==> src/common/sspsig_cfg.svh <==
// constants for the serial port signalling ends
// assumes inclusion by both ends and the testbench
//
// Notes on behaviour
// control line asserted when positive leg low
// data one when positive leg high
// links carry at least one megabit per second
// addresses: cpu 19, field io 20, 255 broadcast
// unassigned addresses never used on own initiative
// response echoes the command sender's address; the code echoes the frame's address field
// slot empty holds drivers and receivers disabled
// channel a is port one, b auxiliary
// auxiliary port synchronous at 614.4 kbps; the divider gives 625 kbps
// outgoing reset is cpu reset or powerup; the code also asserts it on RST
// line sync and power fail driven separately
// accept only own or broadcast address frames
`ifndef SSPSIG_CFG_SVH
`define SSPSIG_CFG_SVH
`define SSPSIG_CLK_HZ 25000000
`define SSPSIG_LINK_BPS 1000000
`define SSPSIG_AUX_BPS 614400
`define SSPSIG_LINK_DIV (`SSPSIG_CLK_HZ / `SSPSIG_LINK_BPS)
`define SSPSIG_AUX_DIV (`SSPSIG_CLK_HZ / `SSPSIG_AUX_BPS)
`define SSPSIG_ADDR_CPU 8'h13
`define SSPSIG_ADDR_FIELD_IO 8'h14
`define SSPSIG_ADDR_MFR_LO 8'h80
`define SSPSIG_ADDR_MFR_HI 8'hFE
`define SSPSIG_ADDR_BCAST 8'hFF
`define SSPSIG_FLAG 8'h7E
`endif

==> src/common/sspsig_pkg.sv <==
// types shared by the serial port signalling ends
// assumes the constants header is included alongside
package sspsig_pkg;
  typedef enum logic [1:0] {SSPSIG_IDLE, SSPSIG_FLAG1, SSPSIG_ADDR, SSPSIG_DATA} sspsig_state_type;
  typedef logic [7:0] sspsig_addr_type;
  // a differential pair as two single-ended legs
  typedef struct packed {logic pos; logic neg;} sspsig_diff_type;
endpackage : sspsig_pkg

==> src/common/sspsig_if.sv <==
// link between the cpu end and a field station end
// assumes one shared SYS_CLK; pairs resolved by the bench
`timescale 1ns/1ps
`default_nettype none
interface sspsig_if;
  import sspsig_pkg::*;
  logic cmd_pos;
  logic cmd_neg;
  logic cmd_oe;
  logic rsp_pos;
  logic rsp_neg;
  logic rsp_oe;
  logic rts_pos;
  logic rts_neg;
  logic slot_gnd;
  modport cpu_end (output cmd_pos, output cmd_neg, output cmd_oe, output rts_pos, output rts_neg,
    input rsp_pos, input rsp_neg, input rsp_oe, input slot_gnd);
  modport station_end (input cmd_pos, input cmd_neg, input cmd_oe, input rts_pos, input rts_neg,
    output rsp_pos, output rsp_neg, output rsp_oe, output slot_gnd);
endinterface : sspsig_if
`default_nettype wire

==> src/verilog/sspsig_cpu.sv <==
// cpu end: frames commands, checks echoed address, drives front-panel pairs
// assumes station end on the link, bytes offered with a valid/ready strobe
`timescale 1ns/1ps
`default_nettype none
`include "sspsig_cfg.svh"
module sspsig_cpu
  import sspsig_pkg::*;
(
  input wire logic SYS_CLK,
  input wire logic RST,
  sspsig_if.cpu_end LINK,
  input wire logic TX_VALID,
  input wire logic [7:0] TX_ADDR,
  input wire logic [7:0] TX_DATA,
  output logic TX_READY,
  output logic [7:0] RX_DATA,
  output logic RX_VALID,
  output logic RX_ADDR_OK,
  input wire logic CPU_RESET,
  input wire logic POWER_UP_RESET,
  input wire logic MAINS_LINE_SYNC,
  input wire logic POWER_FAIL_INDICATION,
  output logic COMBINED_EXTERNAL_RESET_N_POS,
  output logic COMBINED_EXTERNAL_RESET_N_NEG,
  output logic MAINS_LINE_SYNC_POS,
  output logic MAINS_LINE_SYNC_NEG,
  output logic POWER_FAIL_POS,
  output logic POWER_FAIL_NEG,
  output logic AUX_SYNC_CLK_EN
);
  // assigned, manufacturer and broadcast addresses only
  function automatic logic addr_legal(input sspsig_addr_type a);
    addr_legal = (a == `SSPSIG_ADDR_CPU) || (a == `SSPSIG_ADDR_FIELD_IO) || (a == `SSPSIG_ADDR_BCAST)
      || ((a >= `SSPSIG_ADDR_MFR_LO) && (a <= `SSPSIG_ADDR_MFR_HI));
  endfunction : addr_legal

  sspsig_state_type state;
  sspsig_state_type next_state;
  logic [4:0] bit_cnt;
  logic [2:0] bit_idx;
  logic [7:0] shreg;
  logic [7:0] last_addr;
  logic [7:0] rx_shreg;
  logic [3:0] rx_bits;
  logic [5:0] aux_cnt;
  logic [4:0] rx_cnt;
  logic tx_bit;
  logic slot_ok;
  logic [7:0] next_shreg;
  logic [2:0] next_bit_idx;
  logic next_tx_bit;
  wire bit_tick = (bit_cnt == 5'(`SSPSIG_LINK_DIV - 1));
  wire byte_done = bit_tick && (bit_idx == 3'h7);
  wire rsp_bit = LINK.rsp_pos & ~LINK.rsp_neg;
  wire in_idle = (state == SSPSIG_IDLE);
  wire in_flag = (state == SSPSIG_FLAG1);
  wire take = TX_READY && TX_VALID;
  // receiver has its own counter: the frame counter rests in idle
  wire rx_run = slot_ok && LINK.rsp_oe;
  wire rx_tick = (rx_cnt == 5'(`SSPSIG_LINK_DIV - 1));
  wire rx_mid = (rx_cnt == 5'(`SSPSIG_LINK_DIV / 2));
  wire rx_last = rx_mid && (rx_bits == 4'h7);
  wire [7:0] rx_byte = {rsp_bit, rx_shreg[7:1]};
  // link is channel a, aux is channel b
  wire aux_wrap = (aux_cnt == 6'(`SSPSIG_AUX_DIV - 1));
  // high while any reset source
  wire reset_any = CPU_RESET | POWER_UP_RESET | RST;

  // slot ground gates the command driver, the receiver and the aux enable
  assign slot_ok = LINK.slot_gnd;
  // illegal addresses refused at the strobe
  // half duplex: no new command while the station answers
  assign TX_READY = slot_ok && in_idle && !LINK.rsp_oe && addr_legal(TX_ADDR);
  // data one as positive leg high
  assign LINK.cmd_pos = tx_bit;
  assign LINK.cmd_neg = ~tx_bit;
  assign LINK.cmd_oe = slot_ok && (state != SSPSIG_IDLE);
  // request to send asserted as positive low
  assign LINK.rts_pos = ~LINK.cmd_oe;
  assign LINK.rts_neg = LINK.cmd_oe;

  always_comb begin
    next_state = state;
    unique case (state)
      SSPSIG_IDLE: if (take) next_state = SSPSIG_FLAG1;
      SSPSIG_FLAG1: if (byte_done) next_state = SSPSIG_ADDR;
      SSPSIG_ADDR: if (byte_done) next_state = SSPSIG_DATA;
      SSPSIG_DATA: if (byte_done) next_state = SSPSIG_IDLE;
    endcase
    if (!slot_ok) next_state = SSPSIG_IDLE;
  end

  // next shift register and bit index
  always_comb begin
    next_shreg = shreg;
    next_bit_idx = bit_idx;
    if (take) begin
      next_shreg = `SSPSIG_FLAG;
      next_bit_idx = 3'h0;
    end else if (byte_done) begin
      next_shreg = in_flag ? last_addr : TX_DATA;
      next_bit_idx = 3'h0;
    end else if (bit_tick) begin
      next_shreg = {1'b0, shreg[7:1]};
      next_bit_idx = bit_idx + 3'h1;
    end
  end

  // line idles high between frames
  assign next_tx_bit = in_idle ? 1'b1 : shreg[0];

  // bit timing at one megabit
  always_ff @(posedge SYS_CLK) begin
    if (RST || in_idle || bit_tick) bit_cnt <= 5'h00;
    else bit_cnt <= bit_cnt + 5'h01;
  end

  always_ff @(posedge SYS_CLK) begin
    if (RST) begin
      state <= SSPSIG_IDLE;
      bit_idx <= 3'h0;
      shreg <= 8'h00;
      last_addr <= 8'h00;
      tx_bit <= 1'b1;
    end else begin
      state <= next_state;
      bit_idx <= next_bit_idx;
      shreg <= next_shreg;
      tx_bit <= next_tx_bit;
      if (take) last_addr <= TX_ADDR;
    end
  end

  // response: one byte, the echoed address, sampled mid-bit
  always_ff @(posedge SYS_CLK) begin
    if (RST) begin
      rx_shreg <= 8'h00;
      rx_bits <= 4'h0;
      rx_cnt <= 5'h00;
      RX_VALID <= 1'b0;
      RX_DATA <= 8'h00;
      RX_ADDR_OK <= 1'b0;
    end else if (!rx_run) begin
      rx_shreg <= 8'h00;
      rx_bits <= 4'h0;
      rx_cnt <= 5'h00;
      RX_VALID <= 1'b0;
    end else begin
      RX_VALID <= 1'b0;
      rx_cnt <= rx_tick ? 5'h00 : rx_cnt + 5'h01;
      if (rx_mid) begin
        rx_shreg <= rx_byte;
        rx_bits <= rx_bits + 4'h1;
      end
      if (rx_last) begin
        RX_DATA <= rx_byte;
        RX_VALID <= 1'b1;
        // response must carry the commanded address
        RX_ADDR_OK <= (rx_byte == last_addr);
      end
    end
  end

  // auxiliary port bit enable, truncated divider
  // integer divide gives 625k; 41 would give the closer 609.8k
  always_ff @(posedge SYS_CLK) begin
    if (RST || aux_wrap) aux_cnt <= 6'h00;
    else aux_cnt <= aux_cnt + 6'h01;
    AUX_SYNC_CLK_EN <= !RST && slot_ok && (aux_cnt == 6'h00);
  end

  // reset pair, registered, active low
  always_ff @(posedge SYS_CLK) begin
    COMBINED_EXTERNAL_RESET_N_POS <= ~reset_any;
    COMBINED_EXTERNAL_RESET_N_NEG <= reset_any;
  end

  // line sync and power fail pairs
  always_ff @(posedge SYS_CLK) begin
    MAINS_LINE_SYNC_POS <= MAINS_LINE_SYNC;
    MAINS_LINE_SYNC_NEG <= ~MAINS_LINE_SYNC;
    POWER_FAIL_POS <= POWER_FAIL_INDICATION;
    POWER_FAIL_NEG <= ~POWER_FAIL_INDICATION;
  end
endmodule : sspsig_cpu
`default_nettype wire

==> src/flat_wrapper.sv <==
// flat-port wrapper written by rule: the top's interface ports become plain ports
module sspsig_cpu_flat import sspsig_pkg::*;
  (SYS_CLK, RST, TX_VALID, TX_ADDR, TX_DATA, TX_READY, RX_DATA, RX_VALID, RX_ADDR_OK, CPU_RESET, POWER_UP_RESET, MAINS_LINE_SYNC, POWER_FAIL_INDICATION, COMBINED_EXTERNAL_RESET_N_POS, COMBINED_EXTERNAL_RESET_N_NEG, MAINS_LINE_SYNC_POS, MAINS_LINE_SYNC_NEG, POWER_FAIL_POS, POWER_FAIL_NEG, AUX_SYNC_CLK_EN, LINK_cmd_pos, LINK_cmd_neg, LINK_cmd_oe, LINK_rts_pos, LINK_rts_neg, LINK_rsp_pos, LINK_rsp_neg, LINK_rsp_oe, LINK_slot_gnd);
  sspsig_if LINK_i ();
  input wire logic SYS_CLK;
  input wire logic RST;
  input wire logic TX_VALID;
  input wire logic [7:0] TX_ADDR;
  input wire logic [7:0] TX_DATA;
  output logic TX_READY;
  output logic [7:0] RX_DATA;
  output logic RX_VALID;
  output logic RX_ADDR_OK;
  input wire logic CPU_RESET;
  input wire logic POWER_UP_RESET;
  input wire logic MAINS_LINE_SYNC;
  input wire logic POWER_FAIL_INDICATION;
  output logic COMBINED_EXTERNAL_RESET_N_POS;
  output logic COMBINED_EXTERNAL_RESET_N_NEG;
  output logic MAINS_LINE_SYNC_POS;
  output logic MAINS_LINE_SYNC_NEG;
  output logic POWER_FAIL_POS;
  output logic POWER_FAIL_NEG;
  output logic AUX_SYNC_CLK_EN;
  output wire logic [$bits(LINK_i.cmd_pos)-1:0] LINK_cmd_pos;
  output wire logic [$bits(LINK_i.cmd_neg)-1:0] LINK_cmd_neg;
  output wire logic [$bits(LINK_i.cmd_oe)-1:0] LINK_cmd_oe;
  output wire logic [$bits(LINK_i.rts_pos)-1:0] LINK_rts_pos;
  output wire logic [$bits(LINK_i.rts_neg)-1:0] LINK_rts_neg;
  input wire logic [$bits(LINK_i.rsp_pos)-1:0] LINK_rsp_pos;
  input wire logic [$bits(LINK_i.rsp_neg)-1:0] LINK_rsp_neg;
  input wire logic [$bits(LINK_i.rsp_oe)-1:0] LINK_rsp_oe;
  input wire logic [$bits(LINK_i.slot_gnd)-1:0] LINK_slot_gnd;
  assign LINK_cmd_pos = LINK_i.cmd_pos;
  assign LINK_cmd_neg = LINK_i.cmd_neg;
  assign LINK_cmd_oe = LINK_i.cmd_oe;
  assign LINK_rts_pos = LINK_i.rts_pos;
  assign LINK_rts_neg = LINK_i.rts_neg;
  assign LINK_i.rsp_pos = LINK_rsp_pos;
  assign LINK_i.rsp_neg = LINK_rsp_neg;
  assign LINK_i.rsp_oe = LINK_rsp_oe;
  assign LINK_i.slot_gnd = LINK_slot_gnd;
  sspsig_cpu u_core (.SYS_CLK(SYS_CLK), .RST(RST), .LINK(LINK_i), .TX_VALID(TX_VALID), .TX_ADDR(TX_ADDR), .TX_DATA(TX_DATA), .TX_READY(TX_READY), .RX_DATA(RX_DATA), .RX_VALID(RX_VALID), .RX_ADDR_OK(RX_ADDR_OK), .CPU_RESET(CPU_RESET), .POWER_UP_RESET(POWER_UP_RESET), .MAINS_LINE_SYNC(MAINS_LINE_SYNC), .POWER_FAIL_INDICATION(POWER_FAIL_INDICATION), .COMBINED_EXTERNAL_RESET_N_POS(COMBINED_EXTERNAL_RESET_N_POS), .COMBINED_EXTERNAL_RESET_N_NEG(COMBINED_EXTERNAL_RESET_N_NEG), .MAINS_LINE_SYNC_POS(MAINS_LINE_SYNC_POS), .MAINS_LINE_SYNC_NEG(MAINS_LINE_SYNC_NEG), .POWER_FAIL_POS(POWER_FAIL_POS), .POWER_FAIL_NEG(POWER_FAIL_NEG), .AUX_SYNC_CLK_EN(AUX_SYNC_CLK_EN));
endmodule
==> config.mk <==
export PLATFORM = sky130hd
export DESIGN_NAME = sspsig_cpu_flat
export DESIGN_NICKNAME = d
export VERILOG_FILES = /design/src/common/sspsig_pkg.sv /design/src/common/sspsig_if.sv /design/src/verilog/sspsig_cpu.sv /design/src/flat_wrapper.sv
export VERILOG_INCLUDE_DIRS = /design/src /design/src/common
export SDC_FILE = /design/constraint.sdc
export NUM_CORES = 1
export LEC_CHECK = 0
export ABC_CLOCK_PERIOD_IN_PS = 3400
export BUFFER_PORTS_ARGS = -buffer_cell sky130_fd_sc_hd__buf_2
export CORE_ASPECT_RATIO = 0.6
export CORE_MARGIN = 10
export CORE_UTILIZATION = 40
export CTS_CLUSTER_DIAMETER = 150
export DETAILED_ROUTE_END_ITERATION = 12
export GPL_ROUTABILITY_DRIVEN = 0
export HOLD_SLACK_MARGIN = 0.03
export PLACE_DENSITY = 0.7
export SETUP_SLACK_MARGIN = 0.05
export SYNTH_ARGS = -nofsm -noshare
export SYNTH_HDL_FRONTEND = slang
export SYNTH_SLANG_ARGS = --single-unit
==> constraint.sdc <==
create_clock -name SYS_CLK -period 3.4 [get_ports SYS_CLK]
set_input_delay 0.17 -clock SYS_CLK [delete_from_list [all_inputs] [get_ports SYS_CLK]]
set_output_delay 0.17 -clock SYS_CLK [all_outputs]
set_load 0.02 [all_outputs]
### Yosys cells after proc, flatten, opt, wreduce, memory -nomap -nowiden

Index checks and enable logic that the tools add are counted.

* bitwise gates (word level): 11
* reductions and logical operators: 32
* $add $sub $neg: 5
* eq/ne operators: 17
* muxes and demuxes: 10
* $lt $le $gt $ge: 2
* shift-type cells: 0
* multipliers: 0
* divide/modulo/power cells: 0

Operators with widths (count)
* 2-to-1 mux 8 bit: 3
* equality test 8 x 5 -> 1 bit (second input constant): 2
* logical AND 1 bit: 11
* adder 5 x 1 -> 5 bit (second input constant): 2
* equality test 5 bit (second input constant): 2
* equality test 8 bit: 1
* equality test 8 bit (second input constant): 1
* greater-or-equal comparator 8 bit (second input constant): 1
* <= comparator 8 bit (second input constant): 1
* 2-to-1 mux 2 bit: 4
* inverter 1 bit: 8
* case mux 2 bit (4 select lines): 1
* OR reduction 2 bit: 4
* 2-to-1 mux 7 bit: 1
* adder 6 x 1 -> 6 bit (second input constant): 1
* equality test 6 bit (second input constant): 1
* zero test 6 bit: 1
* logical OR 1 bit: 6
* inequality test 2 x 1 -> 1 bit (second input constant): 3
* OR reduction 3 bit: 2
* equality test 5 x 4 -> 1 bit (second input constant): 1
* adder 4 x 1 -> 4 bit (second input constant): 1
* equality test 2 bit (second input constant): 2
* equality test 4 x 3 -> 1 bit (second input constant): 1
* 13 further kinds: 16

* RAM bits: 0
* bits of input ports: 27
* ROM bits: 0
* latch bits: 0
* word-level logic and storage cells: 98
* register bits: 67
* memories: 0
* output and inout port bits: 23

### Depth between registers and ports, before layout

Gate-level depths: netlist (run 1).

* depth after elaboration: 8
* depth in mapped cells: 7
* gate-level depth less buffers: 6

### Worst setup path before layout (run 1)

Ideal clock, no wire load.

* path kind: register -> register
* start: register u_core.state[1]
* end: register u_core.state[0]
* path buffers: 1
* setup time: 0.072 ns
* slack: 1.654 ns
* period minus slack after synthesis: 1.746 ns
* cell stages (with the launch flop): 7
* arrival: 1.675 ns
* data required time: 3.328 ns
* cells stage by stage: dfxtp_1 -> inv_1 -> ha_1 -> buf_2 -> o32a_1 -> a221oi_1 -> mux2i_1

* longest elaborated chain between the ends: 7
* elaborated cells between the ends (all ways): 14
* those cells by class: 7 x eq/ne; 1 x mux; 6 x reduce/logical

Ends and longest elaborated chain
* start, declared: RTL line sspsig_cpu.sv:37 `sspsig_state_type state;`
* start signal, assigned: RTL line sspsig_cpu.sv:126 `state <= next_state;`
* zero test 2 bit: RTL line sspsig_cpu.sv:55, sspsig_cpu.sv:84
* logical AND 1 bit (3 in series): RTL line sspsig_cpu.sv:73 `assign TX_READY = slot_ok && in_idle && !LINK.rsp_oe && addr_legal(TX_ADDR);`
* logical AND 1 bit: RTL line sspsig_cpu.sv:57 `wire take = TX_READY && TX_VALID;`
* inequality test 2 bit (no line)
* AND reduction 4 bit (no line)

Several ways; a longest one is shown, not always the timed one.
A chain may end at the register's enable or synchronous reset.

### Final worst setup path (run 1)

Ends and elaborated chain as after synthesis.

==> results of run 1 <==
## report_power, final
group | leakage, nW | switching [mW] | total [mW] | internal [mW]
combinational | 0.794 | 0.0497 | 0.0903 | 0.0406
sequential | 0.535 | 0.00859 | 0.796 | 0.787
clock | 0.155 | 0.342 | 1.00 | 0.662
## metal layers
| layer | vias up | share of wire [%] |
|---|---|---|
| met5 | - | 0 |
| met4 | 0 | 1.2 |
| met3 | 9 | 9.2 |
| met2 | 61 | 40 |
| met1 | 1026 | 50 |
| li1 | 1178 | - |
## worst register-to-register path: cells and delay by family, from the launching register on
kind,cells,cell delay (ps)
compound gates,2,820
fa+ha+maj,1,380
buf+inv,1,100
flops,1,380
mux,1,240
## kinds of logic (layout without fill, tap and decap cells)
group,Yosys count,after routing
other,0,1
buffers and inverters,30,88
XOR/XNOR,21,21
AO/OA/AOI/OAI,43,43
adder cells (fa/ha/maj),14,14
multiplexers,25,25
flip-flops,66,66
AND/OR/NAND/NOR,118,118
## cell usage in the layout, fill, tap and decap left out, types with 3 or more instances in the layout
cell / instances
clkbuf_16: 9
xor2_1: 9
a211oi_1: 7
nor2b_1: 4
mux2i_1: 25
o21ai_0: 4
buf_4: 3
nor3b_1: 3
dlygate4sd3_1: 4
nor3_1: 7
ha_1: 14
nand3_1: 9
nand4b_1: 3
a21oi_1: 26
dfxtp_1: 66
nand2_1: 26
xnor2_1: 12
nor2_1: 37
inv_1: 16
buf_2: 49
nand2b_1: 16
## metrics by stage
stage | std cells | total power, mW | instance area [um2] | setup WS [ps]
after CTS | 462 | 1.92 | 3580 | 1420
after detailed placement | 442 | 0.899 | 3210 | 1420
final | 463 | 1.89 | 3580 | 1400
after global placement | 442 | 0.898 | 3210 | 1450
after floorplan | 317 | 0.864 | 2900 | 1650
after global routing | 462 | 1.97 | 3580 | 1210
## final cells by class
| class | count | area share (%) |
|---|---|---|
| antenna | 1 | 0.0698 |
| multi-input combinational | 221 | 40.6 |
| sequential | 66 | 36.9 |
| inverter | 16 | 1.68 |
| timing repair buffer | 56 | 8.59 |
| clock inverter | 6 | 2.48 |
| tap | 87 | 3.04 |
| clock buffer | 10 | 6.67 |
## path summary, 6_finish.rpt
check | to | slack (ps) | startpoint
worst max-delay path | u_core.state[0] | 1400 | u_core.state[1]
worst min-delay path | u_core.COMBINED_EXTERNAL_RESET_N_POS | 90 | POWER_UP_RESET
worst max register to register | u_core.state[0] | 1400 | u_core.state[1]
worst min register to register | u_core.bit_cnt[0] | 460 | u_core.bit_cnt[0]
## sequential cells by signal (all words and copies together), names as in the netlist, 2 cells and up
register,cells
u_core.bit_cnt,5
u_core.last_addr,8
u_core.bit_idx,3
u_core.rx_shreg,7
u_core.RX_DATA,8
u_core.rx_bits,4
u_core.state,2
u_core.aux_cnt,6
u_core.shreg,8
u_core.rx_cnt,5
## repair_timing
action,in CTS,in global routing
setup buffers,0,0
hold endpoints to repair,5,0
hold buffers,4,0
==> results.py, run 1 <==
metrics = {
    "pwr": {
        "p_leak_nw": 1.48,
        "ir_drop_mv": 0.217,
        "pwr_density_cell_nw_per_um2": 527,
    },
    "sta": {
        "rsz0062_at_grt": "false",
        "whs_ps": 94.3,
        "hold_violations": 0,
        "drv_slew": 0,
        "max_slew.worst_pin.slew_ps": 767,
        "setup_viol": 0,
        "min_period_ps": 2000,
        "fin_crit_sh_pct": 58.7,
        "max_slew_margin_pct": 48.3,
        "skew_ps": 6.89,
        "fin_setup_tns_ps": 0,
        "max_freq_mhz": 501,
    },
    "critical_path": {
        "endpoint_kind": "flop",
        "critPathMaxFanout": 9,
        "path_depth": 5,
        "max_stage_delay_ps": 410,
        "crit_path_start_kind": "flop",
        "cp.required_ps": 3660,
        "path_cells": "inv_1 > ha_1 > o32a_1 > a221oi_1 > mux2i_1",
        "slowest_stage": "o32a_1",
        "crit_family": "compound AO/OA/AOI/OAI gates",
        "cp_num_buf_inv": 1,
        "rr_worst_depth": 5,
        "critical_path_arrival_ps": 2260,
        "path_class": "reg2reg",
    },
    "status": {
        "run_status": "finished clean",
    },
    "floorplanning": {
        "die_h_um": 85.9,
        "die_w_um": 130,
        "start_util_pct": 42.3,
        "core.rowCount": 23,
        "die_area_um2": 11200,
        "io_pins": 50,
        "coreArea_um2": 6850,
    },
    "yosys": {
        "ys_top_cells_by_area": "dfxtp_1 46%, mux2i_1 8.6%, ha_1 6.0%, nor2_1 4.8%, a21oi_1 4.5%",
        "synthArstFlopShare_pct": 0,
        "ys_ff_latch": 66,
        "synth_fa_ha_area_share_pct": 6.04,
        "synth_ff_type": "dfxtp_1",
        "synth_most_common_cell": "dfxtp_1",
        "synthSimpleGateAreaFrac_pct": 20.3,
        "synth_top_family_by_area": "simple AND/OR/NAND/NOR gates",
        "synth.distinct_cells": 34,
        "muxShareOfSynthArea_pct": 8.63,
        "syn_area_um2": 2900,
        "synth_warnings": 0,
        "synth_cells": 317,
        "yosysTopAreaCell": "dfxtp_1",
        "synth_compound_area_share_pct": 8.85,
        "synth-xor-area-share_pct": 6.34,
        "ys_top_cells_by_count": "66 x dfxtp_1, 37 x nor2_1, 26 x a21oi_1, 26 x nand2_1, 25 x mux2i_1",
        "synth_top_area_share_pct": 45.6,
        "ys_seq_area_share_pct": 45.6,
        "synth_fp_nets": 358,
        "synth_edf_count": 0,
        "synth.avg_cell_area_um2": 9.15,
    },
    "drt": {
        "drt-wirelength-per-cell_um": 13.8,
        "via_per_inst": 4.91,
        "wl_mm": 6.39,
        "dr_total_vias": 2274,
        "detail-route-antenna-nets": 0,
        "detail_route.first_pass.iterations": 4,
        "route.detailed.drc": 0,
        "drtIter0Drc": 136,
    },
    "final_layout": {
        "nFillCells": 623,
        "drive_gt1_share_pct": 18.1,
        "finish.utilization_pct": 52.3,
        "areaGrowthSynthToFinish_pct": 23.6,
        "multiInputGateArea_um2": 1460,
        "final_nets": 411,
        "regArea_um2": 1320,
    },
    "global_route": {
        "grt_pass1_wl_mm": 10.6,
        "use_met3_pct": 7.56,
        "grt-ovfl-total": 0,
        "met2_usage_pct": 16.0,
        "gr-max-usage-layer": "met2",
        "antenna_found_initial": 1,
        "grt_max_degree": 45,
        "grt_pass1_vias": 2189,
        "grt_use_total_pct": 12.1,
        "met1_usage_pct": 15.5,
    },
    "job": {
        "drv_cap": 0,
    },
    "clocking": {
        "insertion_delay_ps": 330,
        "cts_resized": 0,
        "clockBufferDepth": 2,
        "ctsHtreeMaxLevel": 3,
        "clockRootBuffer": "clkbuf_16",
        "clk_pin_slew_ps": 50,
        "cts.sinks": 66,
        "cts_buffers": 9,
        "cts_tree": "yes",
    },
    "min_path": {
        "holdPathStages": 3,
        "min_path_type": "in2reg",
    },
    "placement": {
        "hpwl_mm": 4.72,
        "port_buffers": 49,
    },
}
No activity file was read; power rests on OpenSTA's default activity.
==> run 2: changes to the inputs <==
--- a/config.mk
+++ b/config.mk
@@ -6,7 +6,8 @@
 export SDC_FILE = /design/constraint.sdc
 export NUM_CORES = 1
 export LEC_CHECK = 0
-export ABC_CLOCK_PERIOD_IN_PS = 3400
+export ABC_AREA = 1
+export ABC_CLOCK_PERIOD_IN_PS = 2100
 export BUFFER_PORTS_ARGS = -buffer_cell sky130_fd_sc_hd__buf_2
 export CORE_ASPECT_RATIO = 0.6
 export CORE_MARGIN = 10
==> constraint.sdc (replaced) <==
create_clock -name SYS_CLK -period 2.1 [get_ports SYS_CLK]
set_input_delay 0.105 -clock SYS_CLK [delete_from_list [all_inputs] [get_ports SYS_CLK]]
set_output_delay 0.105 -clock SYS_CLK [all_outputs]
set_load 0.02 [all_outputs]
==> run 2 against run 1 <==
Flip-flop and latch count is the same. Hold slack got worse by 41 ps. Synthesized area is 0.56% higher. First-iteration DRC count increased by 17%. Clock skew grew 0.77 ps. Die area increased by 0.45%. Largest power group unchanged.
==> results.py, run 2 <==
metrics = {
    "status": {
        "run_status": "finished clean",
    },
    "yosys": {
        "synth_ff_type": "dfxtp_1",
        "synth_warnings": 0,
        "synth_cells": 374,
        "ys_seq_area_share_pct": 45.3,
        "ys_top_cells_by_area": "dfxtp_1 45%, nand2_1 8.6%, inv_1 7.5%, ha_1 6.0%, a21oi_1 5.5%",
        "synth_fp_nets": 415,
        "yosysTopAreaCell": "dfxtp_1",
        "synth_top_area_share_pct": 45.3,
        "synthArstFlopShare_pct": 0,
        "synth_most_common_cell": "nand2_1",
        "syn_area_um2": 2920,
        "synth.distinct_cells": 35,
        "synth.avg_cell_area_um2": 7.79,
        "ys_top_cells_by_count": "67 x nand2_1, 66 x dfxtp_1, 58 x inv_1",
        "synth_edf_count": 0,
        "ys_ff_latch": 66,
    },
    "final_layout": {
        "stdcell_count": 522,
        "layout_commonest_cell": "nand2_1",
        "most-common-layout-cells": "67 x nand2_1, 66 x dfxtp_1, 58 x inv_1",
        "finish.utilization_pct": 52.6,
        "final_nets": 471,
        "areaGrowthSynthToFinish_pct": 24.0,
        "drive_gt1_share_pct": 18.2,
        "nFillCells": 662,
        "diodes": 0,
        "biggestRegsByFlops": "u_core.RX_DATA: 8 flops, u_core.last_addr: 8 flops, u_core.shreg: 8 flops",
    },
    "clocking": {
        "cts_buffers": 9,
        "ctsHtreeMaxLevel": 3,
        "clockRootBuffer": "clkbuf_16",
        "cts_tree": "yes",
        "clk_pin_slew_ps": 50,
        "clockBufferDepth": 2,
        "insertion_delay_ps": 330,
        "cts.sinks": 66,
        "post_cts_buffers": 0,
    },
    "drt": {
        "route.detailed.drc": 0,
        "via_per_inst": 4.85,
        "detail-route-antenna-nets": 0,
        "detail_route.first_pass.iterations": 4,
        "drt-wirelength-per-cell_um": 12.9,
        "dr_total_vias": 2532,
        "wl_mm": 6.74,
        "drtIter0Drc": 159,
    },
    "sta": {
        "skew_ps": 7.66,
        "drv_slew": 0,
        "hold_violations": 0,
        "max_slew_margin_pct": 64.9,
        "max_slew.worst_pin.slew_ps": 527,
        "max_freq_mhz": 548,
        "setup_viol": 0,
        "rsz0062_at_grt": "false",
        "min_period_ps": 1820,
        "fin_crit_sh_pct": 86.9,
        "fin_setup_tns_ps": 0,
    },
    "min_path": {
        "min_path_type": "in2reg",
    },
    "placement": {
        "placedCellCount": 501,
        "hpwl_mm": 4.97,
        "port_buffers": 49,
    },
    "floorplanning": {
        "die_w_um": 130,
        "io_pins": 50,
        "coreArea_um2": 6880,
        "die_h_um": 86.1,
        "start_util_pct": 42.4,
        "core.rowCount": 23,
        "die_area_um2": 11200,
    },
    "global_route": {
        "grt-ovfl-total": 0,
        "grt_pass1_wl_mm": 11.0,
        "grt_pass1_vias": 2387,
        "grt_max_degree": 23,
        "grt_use_total_pct": 12.5,
        "antenna_found_initial": 0,
    },
    "job": {
        "drv_cap": 0,
    },
    "pwr": {
        "p_leak_nw": 1.65,
        "ir_drop_mv": 0.540,
        "pwr_density_cell_nw_per_um2": 846,
    },
    "critical_path": {
        "path_cells": "inv_1 > ha_1 > nand2_1 > nor2_1 > a21boi_2 > buf_2",
        "crit_family": "buffers and inverters",
        "crit_path_start_kind": "flop",
        "max_stage_delay_ps": 330,
        "critical_path_arrival_ps": 1720,
        "endpoint_kind": "output pin",
        "slowest_stage": "dfxtp_1",
        "critPathMaxFanout": 5,
        "cp.required_ps": 2000,
        "path_class": "reg2out",
        "cp_num_buf_inv": 2,
    },
}
-- run 2: cell types whose count changed after synthesis, moves of 7 or more --
| cell | before | now |
|---|---|---|
| inv_1 | 16 | 58 |
| mux2i_1 | 25 | 1 |
| a31oi_1 | 0 | 7 |
| o21ai_0 | 4 | 23 |
| nand2_1 | 26 | 67 |
| xnor2_1 | 12 | 5 |
| a211oi_1 | 7 | 0 |
| nand2b_1 | 16 | 0 |
-- run 2: per-layer routing --
layer  up-vias  share of wire [%]  GRT usage (%)
met5         -                  0              0
met4         0                1.8           6.40
met3        11                8.4           5.59
met2        71                 41           18.2
met1      1131                 48           15.3
li1       1319                  -              -
-- run 2: per-stage QoR --
step / setup slack (ps) / total power, mW / hold WS, ps / instance area (um2)
3_3_place_gp: 515 / 1.50 / 222 / 3240
5_1_grt: 133 / 3.19 / 55.4 / 3620
4_1_cts: 106 / 3.10 / 39.2 / 3610
6_report: 276 / 3.06 / 53.2 / 3620
2_1_floorplan: 485 / 1.43 / 133 / 2920
3_5_place_dp: 472 / 1.50 / 224 / 3240
-- run 2: cells by family after synthesis --
family                     count (synthesis)  share of synthesized area, %
DFF                                       66                          45.3
and+or+nand+nor                          132                          19.7
muxes                                      2                         0.730
AOI/OAI and AO/OA                         76                          14.8
adders and majority gates                 14                          6.01
buffers and inverters                     72                          9.87
xor gates and xnor gates                  12                          3.61
-- run 2: what timing repair did --
| action | in CTS | in global routing |
|---|---|---|
| resized for setup | 0 | 1 |
| hold buffers | 5 | 0 |
| hold endpoints to repair | 7 | 0 |
| setup endpoints to repair | 0 | 1 |
-- run 2: path summary, 6_finish.rpt --
kind              depth (start not counted)                  end  slack [ps]             start
setup / recovery                          6             TX_READY         280   u_core.state[0]
hold / removal                            4    u_core.RX_DATA[7]          50      LINK_rsp_neg
setup reg to reg                          8    u_core.RX_ADDR_OK         470  u_core.rx_cnt[0]
hold reg to reg                           2  u_core.LINK.cmd_pos         440   u_core.shreg[0]
-- run 2: where the power goes --
group	switching [mW]	internal [mW]	total, mW
clock	0.531	1.05	1.58
combinational	0.112	0.0747	0.186
sequential	0.0162	1.28	1.30
-- run 2: worst register-to-register path, stage by stage, from the launching register on --
cell,delay [ps]
dfxtp_1,330
inv_1,60
ha_1,160
inv_1,70
nor3_4,180
nand3_2,130
nor3_4,370
o21ai_0,130
a21oi_1,140
-- run 2: final cells by class --
cell class | instances | area (um2) | area share, %
Clock buffer | 13 | 280 | 7.75
Tap cell | 87 | 109 | 3.01
Clock inverter | 3 | 45.0 | 1.25
Timing Repair Buffer | 59 | 333 | 9.20
Sequential cell | 66 | 1320 | 36.5
Multi-Input combinational cell | 236 | 1310 | 36.2
Inverter | 58 | 218 | 6.02
